**src/include/psm_cfg.svh**
```systemverilog
// constants for the power saving mode controller
// assumes a 200 MHz core clock and an 8-bit register port
`ifndef PSM_CFG_SVH
`define PSM_CFG_SVH

// register offsets
`define PSM_ENTRY_ADDR 8'hB7
`define PSM_CLEAR_ADDR 8'hB8
`define PSM_SCALE_ADDR 8'hB9
`define PSM_STATUS_ADDR 8'hBA

// entry register fields
`define PSM_DEEP_BIT 0
`define PSM_LIGHT_BIT 1

// clock scaling fields
`define PSM_MULT_EN_BIT 0
`define PSM_FAST_SEL_BIT 1
`define PSM_TMR_SEL_BIT 2
`define PSM_SCALE_RESET 8'h00

// timing
`define PSM_CLK_PERIOD_NS 5
`define PSM_IDLE_TICKS 8192
`define PSM_RECOVERY_NS 1000
`define PSM_RECOVERY_CYCLES ((`PSM_RECOVERY_NS + `PSM_CLK_PERIOD_NS - 1) / `PSM_CLK_PERIOD_NS)

`endif

```
**src/include/psm_pkg.sv**
```systemverilog
// types for the power saving mode controller
// used together with psm_cfg.svh
package psm_pkg;
   typedef enum logic [2:0] {
      PSM_RUN = 3'b001,
      PSM_DEEP = 3'b010,
      PSM_LIGHT = 3'b100
   } psm_state_type;
endpackage

```
**src/design/psm_ctrl.sv**
```systemverilog
// power saving mode controller: deep and light sleep entry, wakeup, recovery
// assumes synchronous inputs and a register master that never waits
`timescale 1ns/1ps
`default_nettype none
`include "psm_cfg.svh"

module psm_ctrl #(
   parameter int RECOVERY_CYCLES = `PSM_RECOVERY_CYCLES,
   parameter int IDLE_TICKS = `PSM_IDLE_TICKS
) (
   // clock and reset
   input wire logic i_clock,
   input wire logic i_rst_n,
   // register port
   input wire logic [7:0] i_addr,
   input wire logic [7:0] i_wdata,
   input wire logic i_wr,
   input wire logic i_rd,
   output logic [7:0] o_rdata,
   // wakeup and timer status
   input wire logic i_multi_input_wakeup,
   input wire logic i_pwm_timer_run,
   // clock and power controls
   output logic o_osc_enable,
   output logic o_multiplier_enable,
   output logic o_fast_instr_clock_select,
   output logic o_timer_clock_select,
   output logic o_timer0_enable,
   output logic o_analog_enable,
   output logic o_cpu_run,
   output logic o_pwm_timer_clock_enable,
   output logic o_deep_sleep,
   output logic o_light_sleep
);
   localparam int CW = 32;

   psm_pkg::psm_state_type state_reg, state_next;
   logic [CW-1:0] recov_reg, recov_next;
   logic [CW-1:0] tick_reg, tick_next;
   logic [7:0] scale_reg, scale_next;
   logic clear_seen_reg, clear_seen_next;
   logic [7:0] rdata_reg, rdata_next;
   logic wr_entry, wr_scale, wr_clear;
   logic deep_req, light_req;

   // register write decode
   always_comb begin
      wr_entry = i_wr && (i_addr == `PSM_ENTRY_ADDR);
      wr_scale = i_wr && (i_addr == `PSM_SCALE_ADDR);
      wr_clear = i_wr && (i_addr == `PSM_CLEAR_ADDR);
      deep_req = wr_entry && i_wdata[`PSM_DEEP_BIT];
      light_req = wr_entry && i_wdata[`PSM_LIGHT_BIT] && !i_wdata[`PSM_DEEP_BIT];
   end

   // mode sequencing; request bits live only as the state itself
   always_comb begin
      state_next = state_reg;
      recov_next = recov_reg;
      tick_next = tick_reg;
      clear_seen_next = clear_seen_reg;
      if (wr_clear && i_wdata == 8'h00) begin
         clear_seen_next = 1'b1;
      end
      unique case (state_reg)
         psm_pkg::PSM_RUN: begin
            if (recov_reg != '0) begin
               recov_next = recov_reg - 1'b1;
            end else if (deep_req) begin
               state_next = psm_pkg::PSM_DEEP;
               clear_seen_next = 1'b0;
            end else if (light_req) begin
               state_next = psm_pkg::PSM_LIGHT;
               tick_next = '0;
               clear_seen_next = 1'b0;
            end
         end
         psm_pkg::PSM_DEEP: begin
            // only the wakeup pins may end this state
            if (i_multi_input_wakeup) begin
               state_next = psm_pkg::PSM_RUN;
               recov_next = CW'(RECOVERY_CYCLES);
            end
         end
         psm_pkg::PSM_LIGHT: begin
            tick_next = tick_reg + 1'b1;
            if (i_multi_input_wakeup || tick_reg == CW'(IDLE_TICKS - 1)) begin
               state_next = psm_pkg::PSM_RUN;
            end
         end
         default: begin
            state_next = psm_pkg::PSM_RUN;
         end
      endcase
   end

   // clock scaling control register
   always_comb begin
      scale_next = scale_reg;
      if (wr_scale) begin
         scale_next[`PSM_MULT_EN_BIT] = i_pwm_timer_run ? scale_reg[`PSM_MULT_EN_BIT] : i_wdata[`PSM_MULT_EN_BIT];
         // selects frozen while the pwm timer runs
         if (!i_pwm_timer_run) begin
            scale_next[`PSM_TMR_SEL_BIT] = i_wdata[`PSM_TMR_SEL_BIT] && scale_next[`PSM_MULT_EN_BIT];
         end
         // writes that leave the multiplier off force the fast select low
         // uses the enable as written, so fast select never stands with the multiplier enable bit clear
         scale_next[`PSM_FAST_SEL_BIT] = i_wdata[`PSM_FAST_SEL_BIT] && scale_next[`PSM_MULT_EN_BIT];
         if (i_pwm_timer_run) begin
            scale_next[`PSM_FAST_SEL_BIT] = scale_reg[`PSM_FAST_SEL_BIT];
         end
      end
      scale_next[7:3] = 5'h00;
   end

   // read mux; entry register reads as zero since its bits are write-only
   always_comb begin
      rdata_next = 8'h00;
      if (i_rd) begin
         unique case (i_addr)
            `PSM_SCALE_ADDR: rdata_next = scale_reg;
            `PSM_STATUS_ADDR: rdata_next = {4'h0, (recov_reg != '0), clear_seen_reg,
                                            state_reg == psm_pkg::PSM_LIGHT, state_reg == psm_pkg::PSM_DEEP};
            default: rdata_next = 8'h00;
         endcase
      end
   end

   // state registers
   always_ff @(posedge i_clock) begin
      if (!i_rst_n) begin
         state_reg <= psm_pkg::PSM_RUN;
         recov_reg <= '0;
         tick_reg <= '0;
         scale_reg <= `PSM_SCALE_RESET;
         clear_seen_reg <= 1'b1;
         rdata_reg <= 8'h00;
      end else begin
         state_reg <= state_next;
         recov_reg <= recov_next;
         tick_reg <= tick_next;
         scale_reg <= scale_next;
         clear_seen_reg <= clear_seen_next;
         rdata_reg <= rdata_next;
      end
   end

   // power domain outputs
   always_comb begin
      o_rdata = rdata_reg;
      o_deep_sleep = state_reg == psm_pkg::PSM_DEEP;
      o_light_sleep = state_reg == psm_pkg::PSM_LIGHT;
      o_osc_enable = !o_deep_sleep;
      o_multiplier_enable = scale_reg[`PSM_MULT_EN_BIT] && !o_deep_sleep;
      o_fast_instr_clock_select = scale_reg[`PSM_FAST_SEL_BIT];
      o_timer_clock_select = scale_reg[`PSM_TMR_SEL_BIT];
      o_timer0_enable = !o_deep_sleep;
      o_analog_enable = state_reg == psm_pkg::PSM_RUN;
      o_cpu_run = (state_reg == psm_pkg::PSM_RUN) && (recov_reg == '0);
      // pwm timer clock on in run, follows timer clock select in light sleep, off in deep sleep
      o_pwm_timer_clock_enable = (state_reg == psm_pkg::PSM_RUN) ||
                                 (o_light_sleep && scale_reg[`PSM_TMR_SEL_BIT]);
   end
endmodule
`default_nettype wire

```
**config.mk**
```make
export PLATFORM = sky130hd
export DESIGN_NAME = psm_ctrl
export DESIGN_NICKNAME = d
export VERILOG_FILES = /design/src/include/psm_pkg.sv /design/src/design/psm_ctrl.sv
export VERILOG_INCLUDE_DIRS = /design/src /design/src/include
export SDC_FILE = /design/constraint.sdc
export NUM_CORES = 1
export LEC_CHECK = 0
export BUFFER_PORTS_ARGS = -buffer_cell sky130_fd_sc_hd__buf_2
export CORE_AREA = 2 2 84 86
export DETAILED_ROUTE_END_ITERATION = 16
export DIE_AREA = 0 0 86 88
export PLACE_DENSITY = 0.79
export SYNTH_ARGS = -nofsm -noshare
export SYNTH_HDL_FRONTEND = slang
export SYNTH_SLANG_ARGS = --single-unit
```
**constraint.sdc**
```tcl
create_clock -name i_clock -period 2.86 [get_ports i_clock]
set_input_delay 0.286 -clock i_clock [delete_from_list [all_inputs] [get_ports i_clock]]
set_output_delay 0.286 -clock i_clock [all_outputs]
set_load 0.02 [all_outputs]
```
# [After elaboration in Yosys (flattened, before gate mapping)]
# Cells that the tools add are included.
# W data, S select, Z words.
[word_totals] ff_bits=84 latchBits=0 mem_bits_rw=0 mem_bits_ro=0 input_bits=22 output_inout_bits=18 word_cells=72 memories=0
[classes] add_sub_neg=2 mul=0 n_div=0 order_cmp=0 n_eq_ne=15 shifts=0 muxes=20 n_bitwise=1 n_reduce_logical=26
[ops] op="$mux W32" n=5
[ops] op="$pmux W32 S2" n=2
[ops] op="$add A32 B1 Y32 const B" n=1
[ops] op="$eq A32 B13 Y1 const B" n=1
[ops] op="$eq A8 B8 Y1 const B" n=4
[ops] op="$logic_not A32 Y1" n=1
[ops] op="$reduce_bool A32 Y1" n=1
[ops] op="$sub A32 B1 Y32 const B" n=1
[ops] op="$pmux W8 S2" n=1
[ops] op="$mux W3" n=5
[ops] op="$logic_and A1 B1 Y1" n=12
[ops] op="$pmux W3 S3" n=1
[ops] op="$logic_not A8 Y1" n=1
[ops] op="$reduce_and A4 Y1" n=2
[ops] op="$mux W1" n=6
[ops] op="$ne A2 B1 Y1 const B" n=3
[ops] op="$ne A2 B2 Y1 const B" n=3
[ops] op="$reduce_and A2 Y1" n=2
[ops] op="$reduce_bool A2 Y1" n=2
[ops] op="$eq A3 B1 Y1 const B" n=1
[ops] op="$eq A3 B2 Y1 const B" n=1
[ops] op="$eq A3 B3 Y1 const B" n=1
[ops] op="$ne A3 B1 Y1 const B" n=1
[ops] op="$reduce_and A3 Y1" n=1
[ops] op="other kinds (3)" n=5

# [Longest topological paths before layout]
# Gate-level depths: netlist of the first run.
[logic_depth] word_depth=8 mapped_depth=10

# [Worst setup path before layout of the first run]
# Ideal clock, no wire load.
[synth_timing] path_type="register to register" from="register recov_reg[0]" to="register recov_reg[16]" t_arrival_ps=2232 setup_slack_ps=493 path_stages_with_launch=9 path_buffers=1 period_less_slack_ps=2367 path_cell_list="dfxtp_1 inv_1 ha_1 or4b_1 nor4_2 o2111ai_2 buf_2 o311ai_0 o41ai_1"
[synth_via] elab_chain_cells=3 word_cells_on_any_way=6 classes_between="add/sub (1); eq/ne (1); mux (2); reduce/logical (2)"
[synth_rtl] item="start: declaration" line="psm_ctrl.sv:38" text="logic [CW-1:0] recov_reg, recov_next;"
[synth_rtl] item="start signal: assignment" line="psm_ctrl.sv:139" text="recov_reg <= recov_next;"
[synth_rtl] item="$sub A32 B1 Y32 / $reduce_bool A32 Y1 (equally long branches)" line="psm_ctrl.sv:67, psm_ctrl.sv:66"
[synth_rtl] item="$mux W32 / $ne A2 B1 Y1 (equally long branches)"
[synth_rtl] item="$pmux W32 S2 / $reduce_and A3 Y1 (equally long branches)"
# Several ways; a longest one is shown, not always the timed one. The select of a mux whose other input is x is not followed.
# A chain may end at the register's enable or synchronous reset.

# [Worst setup path in the final report of the first run]
[layout_timing] from="register recov_reg[0]" to="register recov_reg[24]"
# The elaborated chain is that of the path after synthesis.

==> results of run 1 <==
[final cells by class]
class                      count  area (µm²)
multi-input combinational    352        2211
fill                         573        2296
inverter                       9       33.78
sequential                    75        1501
tap                           80       100.1
timing repair buffer          48       285.3
clock buffer                   9       123.9
clock inverter                 7       92.59
[path summary, 6_finish.rpt]
check                 startpoint  slack, ps        endpoint  depth (start not counted)
hold reg to reg   clear_seen_reg        500  clear_seen_reg                          2
setup reg to reg    recov_reg[0]        190   recov_reg[24]                          8
setup / recovery    recov_reg[0]        190   recov_reg[24]                          8
hold / removal        i_wdata[2]        240    scale_reg[2]                          3
[power breakdown]
group          internal (mW)  total [mW]  switching, mW
Sequential              1.22        1.40          0.185
Combinational          0.639        1.60          0.960
Clock                  0.487       0.882          0.395
[critical path: cells and delay by family, from the launching register on]
kind / cells / cell delay (ps)
buf+inv: 2 / 320
fa+ha+maj: 1 / 200
flops: 1 / 320
simple gates: 4 / 1470
compound gates: 1 / 290
[layer usage]
metal  share of wire [%]  vias up
li1                    -     1724
met1                  45     1621
met2                  50       66
met3                 3.3       16
met4                 1.9        0
met5                   0        -
[logic make-up after synthesis]
logic type	Yosys count
AND/OR/NAND/NOR	222
XOR/XNOR	42
adder cells (fa/ha/maj)	2
other	1
flip-flops	75
buffers and inverters	33
AO/OA/AOI/OAI	79
multiplexers	3
[layout by cell type, fill, tap and decap left out, types with 4 or more instances in the layout]
| master | instances |
|---|---|
| dfxtp_1 | 75 |
| nor2b_1 | 6 |
| nand2_1 | 24 |
| clkbuf_8 | 9 |
| nand3_1 | 24 |
| or4_1 | 4 |
| nand4_1 | 12 |
| a21oi_1 | 15 |
| or3_1 | 15 |
| a22oi_1 | 4 |
| xnor2_1 | 5 |
| o2111ai_1 | 9 |
| nand2b_1 | 6 |
| and3_1 | 6 |
| nor4_1 | 13 |
| inv_1 | 8 |
| o211ai_1 | 14 |
| and2_1 | 8 |
| nor2_1 | 72 |
| xor2_1 | 37 |
| o21ai_0 | 17 |
| conb_1 | 4 |
| nor3_1 | 8 |
| buf_4 | 12 |
| buf_2 | 35 |
[per-stage QoR]
stage	setup slack, ps	util (%)
floorplan	493.3	-
CTS	148.2	65.20
finish	193.9	65.44
global route	23.23	65.44
global placement	252.7	61.94
detailed placement	173.5	61.94
==> summary.txt, run 1 <==
Core Box Area - 6644 µm²
antenna violations before repair - 0
post-cts gate resize count - 0
worst hold path type - input port to flip-flop
CTS tree - built
GP Congestion - 0.8559
Post-route DRC - 0
Post-synth EDFFs - 0
Vias/cell - 5.909
largest net degree at the start of global routing - 31
Worst-Margin Slew - 790.8 ps
num rows - 30
router iterations before antenna repair - 5
dpl cells - 564
Critical Path Start Type - flip-flop
GR Util met1 - 28.23%
post-synthesis instance area - 3841 µm²
most frequent cell after synthesis - dfxtp_1
hold slack - 236.4 ps
max incr delay on CP - 570 ps
critical path class - flip-flop to flip-flop
fin. max-slew vios - 0
post-synth top area share - 39.09%
Netlist cell types - 55
Final period util - 93.22%
total CTS buffers - 9
CTS Hold Bufs - 0
die area - 7568 µm²
critical path's slowest cell - or4b_1
Area Growth Syn to Fin - 13.19%
final non-filler cell total - 580
RSZ-0062 raised after global routing - no
initial core utilization - 57.82%
# Post-CTS Setup Buffers - 0
max-cap check violation count - 0
setup TNS - 0 ps
top post-synthesis cells by area - dfxtp_1, xor2_1, nor2_1
Initial DRC Count - 147
simple-gate share of the synthesized area - 31.11%
Clock Tree Root - clkbuf_8
clk_lat worst skew - 350 ps
largest family of logic cells by synthesized area - simple AND/OR/NAND/NOR gates
synthesized instance count - 457
synthesis-stage register bit count - 75
number of diodes - 0
final WL - 8.316 mm
CP Cell Sequence - inv_1, ha_1, or4b_1, nor4_4, o2111ai_2, buf_4, or4_1, nand2_1
Die Ht - 88 µm
share of cells above drive strength 1 - 15.60%
Final Hold Viols - 0
adder-cell share of the synthesized area - 0.6515%
NumNets Final - 519
Mean Syn Cell Area - 8.405 µm²
Most used DFF post-synth - dfxtp_1
met3 Usage GRT - 3.959%
Antenna Nets Post-Route - 0
critical path required time - 3150 ps
XOR/XNOR share of the synthesized area - 9.577%
vias in the first global route - 3256
met2 usage - 39.32%
pwr dens - 893.7 nW/µm²
GRT Resource Usage Total - 23.02%
relative slew slack - 47.05%
grt ovf - 0
Yosys top cell by area - dfxtp_1
most used routing layer in global routing - met2
first-pass GRT wire length - 14.17 mm
DP Wirelength - 6.050 mm
outcome - finished clean
CP Max Fanout - 9
Post-Place Cell Area - 4115 µm²
Sink Count - 75
fmax - 0.3751 GHz
Via Count - 3427
worst-case clock skew - 10.57 ps
Synth Area in Compound Gates - 14.50%
top cells by instance count after synthesis - dfxtp_1, nor2_1, xor2_1
Clock transition at path regs - 80 ps
mux share of post-synthesis cell area - 0.7818%
final setup violation count - 0
port bufs - 35
leakage - 1.628 nW
total power draw - 3.886 mW
Seq/Total Area, Yosys - 39.09%
WL per Instance - 14.34 µm
Boundary Pins - 40
CTS Buffer Depth - 2
CTS H-Tree Depth - 3
maximum VDD drop - 0.7618 mV
Async S/R FF share, synth - 0%
Worst EP arrival - 2960 ps
Yosys warnings - 0
die width - 86 µm
post-route cell area - 4348 µm²
Crit. End Element - flip-flop
Final min period - 2666 ps
(Power assumes the default switching activity.)
==> run 2: changes to the inputs <==
--- a/config.mk
+++ b/config.mk
@@ -11,6 +11,7 @@
 export DETAILED_ROUTE_END_ITERATION = 16
 export DIE_AREA = 0 0 86 88
 export PLACE_DENSITY = 0.79
+export RECOVER_POWER = 25
 export SYNTH_ARGS = -nofsm -noshare
 export SYNTH_HDL_FRONTEND = slang
 export SYNTH_SLANG_ARGS = --single-unit
==> run 2 against run 1 <==
  * Global-route usage unchanged
  * Total power about the same
  * First-iteration DRC count up 0.68%
  * Critical path depth stayed put
  * Sequential share of layout area grew 0.15 points
  * Register-to-register slack about the same
==> summary.txt, run 2 (same netlist as run 1, synthesis figures left out) <==
CTS Buffer Depth - 2
NumNets Final - 519
FF-to-FF End - recov_reg[24]
Boundary Pins - 40
total CTS buffers - 9
FF-to-FF Start - recov_reg[0]
vias in the first global route - 3256
switching share of power - 39.83%
final setup violation count - 0
Final min period - 2667 ps
critical path required time - 3150 ps
clk_lat worst skew - 350 ps
port bufs - 35
router iterations before antenna repair - 4
die width - 86 µm
largest net degree at the start of global routing - 31
Area Growth Syn to Fin - 12.70%
worst hold path type - input port to flip-flop
P_sw - 1.548 mW
relative slew slack - 47.96%
area occupied by multi-input gates - 2207 µm²
die area - 7568 µm²
Die Ht - 88 µm
Worst Setup EP - recov_reg[24]
Vias/cell - 5.936
grt ovf - 0
setup TNS - 0 ps
Logic pwr share - 41.1%
clock power share - 22.7%
Critical Path Start Type - flip-flop
pwr dens - 897.7 nW/µm²
commonest non-fill, non-tap cell in the layout - dfxtp_1
Worst-Margin Slew - 777.2 ps
commonest cells after routing, fill and taps aside - dfxtp_1, nor2_1, xor2_1
sequential power share - 36.2%
outcome - finished clean
Clock Tree Root - clkbuf_8
Place WS - 173.5 ps
first-pass GRT wire length - 14.17 mm
Final period util - 93.26%
Int Pwr - 2.338 mW
antenna violations before repair - 0
max-cap check violation count - 0
RSZ-0062 raised after global routing - no
GP Congestion - 0.8559
# Post-CTS Setup Buffers - 0
Worst Setup SP - recov_reg[0]
GRT Resource Usage Total - 23.02%
Worst EP arrival - 2960 ps
CTS Hold Bufs - 0
R2R cell count - 8
hold path startpoint - i_wdata[2]
CP Max Fanout - 9
worst-case clock skew - 10.44 ps
WL per Instance - 14.44 µm
Antenna Nets Post-Route - 0
leakage - 1.589 nW
final setup margin - 192.6 ps
Sink Count - 75
share of cells above drive strength 1 - 13.00%
reg2reg setup slack - 190 ps
fin. max-slew vios - 0
maximum VDD drop - 0.7606 mV
FILL cells - 578
critical path class - flip-flop to flip-flop
Core Box Area - 6644 µm²
number of diodes - 0
final WL - 8.376 mm
Via Count - 3443
Final Hold Viols - 0
CTS tree - built
Initial DRC Count - 148
fmax - 0.3749 GHz
final non-filler cell total - 580
initial core utilization - 57.82%
Crit. End Element - flip-flop
DP Wirelength - 6.050 mm
Clock transition at path regs - 80 ps
CTS H-Tree Depth - 3
dpl cells - 564
Sequential Area - 1501 µm²
post-cts gate resize count - 0
Post-route DRC - 0
num rows - 30
-- run 2: cell types whose count changed in the layout (fill, tap and decap cells not counted), sizes merged --
| cell | change |
|---|---|
| buf | -12 |
| clkbuf | +12 |
-- run 2: power by group through the flow --
stage	clock network (mW)	logic (mW)	registers, mW
finish	0.882	1.60	1.41
global route	0.951	1.80	1.43
CTS	0.900	1.57	1.39
detailed placement	0	1.56	1.42
global placement	0	1.50	1.41
floorplan	0	1.28	1.37
-- run 2: how the worst min path moves through the flow --
| stage | to | slack, ps | depth (start not counted) |
|---|---|---|---|
| after detailed placement | clear_seen_reg | 490 | 2 |
| after global placement | tick_reg[31] | 470 | 2 |
| final | scale_reg[2] | 240 | 3 |
| after CTS | scale_reg[2] | 220 | 3 |
| after floorplan | clear_seen_reg | 440 | 2 |
| after global routing | clear_seen_reg | 250 | 2 |
-- run 2: worst max-delay path, stage by stage, from the launching register on --
cell and delay [ps]:
dfxtp_1 320, inv_1 80, ha_1 200, or4b_1 570, nor4_4 340, o2111ai_2 290
buf_4 240, or4_1 470, nand2_1 90
-- run 2: cell type report --
cell class,instances,area share [%]
Tap cell,80,2.312
Timing Repair Buffer,48,6.243
Multi-Input combinational cell,352,50.98
Clock buffer,9,2.861
Inverter,9,0.7803
Clock inverter,7,2.139
Sequential cell,75,34.68
-- run 2: per-layer routing --
| metal | up-vias | GRT usage [%] | part of all wire (%) | routed length (µm) |
|---|---|---|---|---|
| met3 | 25 | 3.959 | 3.3 | 274 |
| met5 | - | 0 | 0 | 0 |
| li1 | 1721 | - | - | - |
| met2 | 70 | 39.32 | 49 | 4118 |
| met4 | 0 | 10.97 | 2.4 | 202 |
| met1 | 1627 | 28.23 | 45 | 3781 |
-- run 2: stage by stage --
| stage | utilization, % | power [mW] | hold WS (ps) | cell area, µm² |
|---|---|---|---|---|
| floorplan | - | 2.649 | 442.0 | 3852 |
| global placement | 61.94 | 2.906 | 473.5 | 4115 |
| detailed placement | 61.94 | 2.978 | 494.3 | 4115 |
| CTS | 65.20 | 3.867 | 223.1 | 4332 |
| global route | 65.16 | 4.179 | 246.0 | 4329 |
| finish | 65.16 | 3.886 | 237.1 | 4329 |
==> run 3: changes to the inputs <==
--- a/config.mk
+++ b/config.mk
@@ -6,11 +6,12 @@
 export SDC_FILE = /design/constraint.sdc
 export NUM_CORES = 1
 export LEC_CHECK = 0
+export ABC_AREA = 1
 export BUFFER_PORTS_ARGS = -buffer_cell sky130_fd_sc_hd__buf_2
-export CORE_AREA = 2 2 84 86
+export CORE_AREA = 2 2 94 96
 export DETAILED_ROUTE_END_ITERATION = 16
-export DIE_AREA = 0 0 86 88
-export PLACE_DENSITY = 0.79
+export DIE_AREA = 0 0 96 98
+export PLACE_DENSITY_LB_ADDON = 0.12
 export RECOVER_POWER = 25
 export SYNTH_ARGS = -nofsm -noshare
 export SYNTH_HDL_FRONTEND = slang
==> run 3 against run 2 <==
  * Final cell count is 64% higher
  * Worst hold slack worse by 43 ps
  * Sequential share of layout area down 5.5 points
  * Area after synthesis rose by 24%
  * Critical path depth decreased by 3
  * Fmax increased by 7.4%
==> summary.txt, run 3 <==
initial core utilization - 56.22%
relative slew slack - 51.46%
Final period util - 86.84%
leakage - 2.216 nW
antenna violations before repair - 0
fmax - 0.4026 GHz
RSZ-0062 raised after global routing - no
critical path required time - 2570 ps
hold path startpoint - i_wdata[2]
Netlist cell types - 30
post-synthesis instance area - 4760 µm²
top cells by instance count after synthesis - nand2_1, nor2_1, inv_1
fin. max-slew vios - 0
FF-to-FF Start - recov_reg[0]
pwr dens - 910.2 nW/µm²
post-synth top area share - 31.55%
Yosys top cell by area - dfxtp_1
number of diodes - 0
WL per Instance - 12.96 µm
Antenna Nets Post-Route - 0
most frequent cell after synthesis - nand2_1
first-pass GRT wire length - 20.63 mm
Core Box Area - 8466 µm²
Int Pwr - 2.478 mW
commonest non-fill, non-tap cell in the layout - nand2_1
Yosys warnings - 0
GP Congestion - 0.9949
CP Max Fanout - 9
Worst-Margin Slew - 723.7 ps
die area - 9408 µm²
FILL cells - 866
reg2reg setup slack - 520 ps
Via Count - 5050
Die Ht - 98 µm
Final min period - 2484 ps
grt ovf - 0
Clock transition at path regs - 80 ps
Seq/Total Area, Yosys - 31.55%
total power draw - 4.685 mW
synthesis-stage register bit count - 75
Area Growth Syn to Fin - 8.149%
Critical Path Start Type - flip-flop
switching share of power - 47.11%
synthesized instance count - 811
num rows - 34
Mean Syn Cell Area - 5.869 µm²
Hold Path Cell Cnt - 3
Post-Place Cell Area - 4996 µm²
Logic pwr share - 51.3%
CTS H-Tree Depth - 3
CTS Hold Bufs - 0
critical path class - flip-flop to output pin
Vias/cell - 5.294
total CTS buffers - 9
router iterations before antenna repair - 5
WHS Endpoint - scale_reg[2]
largest net degree at the start of global routing - 33
setup TNS - 0 ps
Initial DRC Count - 186
CTS tree - built
R2R cell count - 11
clk_lat worst skew - 360 ps
post-cts gate resize count - 0
P_sw - 2.207 mW
share of cells above drive strength 1 - 8.629%
top post-synthesis cells by area - dfxtp_1, nand2_1, nor2_1
CTS Buffer Depth - 2
final setup violation count - 0
maximum VDD drop - 0.6919 mV
Final Hold Viols - 0
Boundary Pins - 40
die width - 96 µm
DP Wirelength - 9.302 mm
NumNets Final - 865
post-layout util - 60.80%
GRT Resource Usage Total - 27.66%
Clock Tree Root - clkbuf_8
sequential power share - 31.1%
Post-route DRC - 0
commonest cells after routing, fill and taps aside - nand2_1, nor2_1, inv_1
Worst EP arrival - 2200 ps
final WL - 12.36 mm
vias in the first global route - 4692
Sequential Area - 1501 µm²
Async S/R FF share, synth - 0%
Sink Count - 75
Post-synth EDFFs - 0
max-cap check violation count - 0
clock power share - 17.6%
outcome - finished clean
post-route cell area - 5147 µm²
port bufs - 35
worst-case clock skew - 13.78 ps
area occupied by multi-input gates - 2776 µm²
# Post-CTS Setup Buffers - 0
worst hold path type - input port to flip-flop
FF-to-FF End - tick_reg[0]
Most used DFF post-synth - dfxtp_1
Crit. End Element - output pin
run 3: metrics by stage:
| step | worst slack (ps) | hold slack [ps] | cells |
|---|---|---|---|
| 3_5_place_dp | 603.5 | 455.1 | 938 |
| 3_3_place_gp | 665.6 | 452.9 | 938 |
| 6_report | 376.4 | 194.5 | 954 |
| 2_1_floorplan | 814.3 | 354.7 | 814 |
| 5_1_grt | 224.4 | 180.6 | 954 |
| 4_1_cts | 394.7 | 159.6 | 954 |
run 3: layer usage:
| layer | track usage, % | share of wire (%) |
|---|---|---|
| met1 | 31.18 | 41 |
| met2 | 49.52 | 51 |
| met3 | 5.710 | 4.3 |
| met4 | 11.43 | 3.1 |
| met5 | 0 | 0 |
run 3: kinds of logic (layout without fill, tap and decap cells):
kind of cell    after synthesis  after routing  share of synthesized area, %
xor+xnor                      9              9                         1.656
other cells                   1              4                       0.07879
simple gates                539            539                         48.71
buf+inv                     115            147                         10.04
compound gates               70             70                         7.440
flops                        75             75                         31.55
fa+ha+maj                     2              2                        0.5257
run 3: cell type report:
class                   count  area share [%]
clock buffers              10           2.479
clock inverters             6           1.240
inverters                  89           6.514
multi-input cells         624           53.94
flip-flops and latches     75           29.17
well taps                 108           2.625
repair buffers             42           4.035
run 3: power groups by stage:
stage | Sequential (mW) | Clock (mW) | Combinational [mW]
floorplan | 1.42 | 0 | 1.98
global placement | 1.47 | 0 | 2.33
detailed placement | 1.48 | 0 | 2.40
CTS | 1.45 | 0.841 | 2.42
global route | 1.48 | 0.894 | 2.78
finish | 1.46 | 0.826 | 2.40
run 3: worst max path at each step:
stage	end	slack (ps)	depth (start not counted)	start
after floorplan	clear_seen_reg	810	10	recov_reg[0]
after global placement	tick_reg[0]	670	11	recov_reg[0]
after detailed placement	tick_reg[0]	600	11	recov_reg[0]
after CTS	o_cpu_run	390	8	recov_reg[0]
after global routing	o_cpu_run	220	5	state_reg[0]
final	o_cpu_run	380	5	state_reg[0]
run 3: worst max-delay path: stages, from the launching register on:
cell and delay (ps):
dfxtp_1 400, nand2_1 70, nor2_1 440, inv_1 210, nor4_1 460, buf_2 250
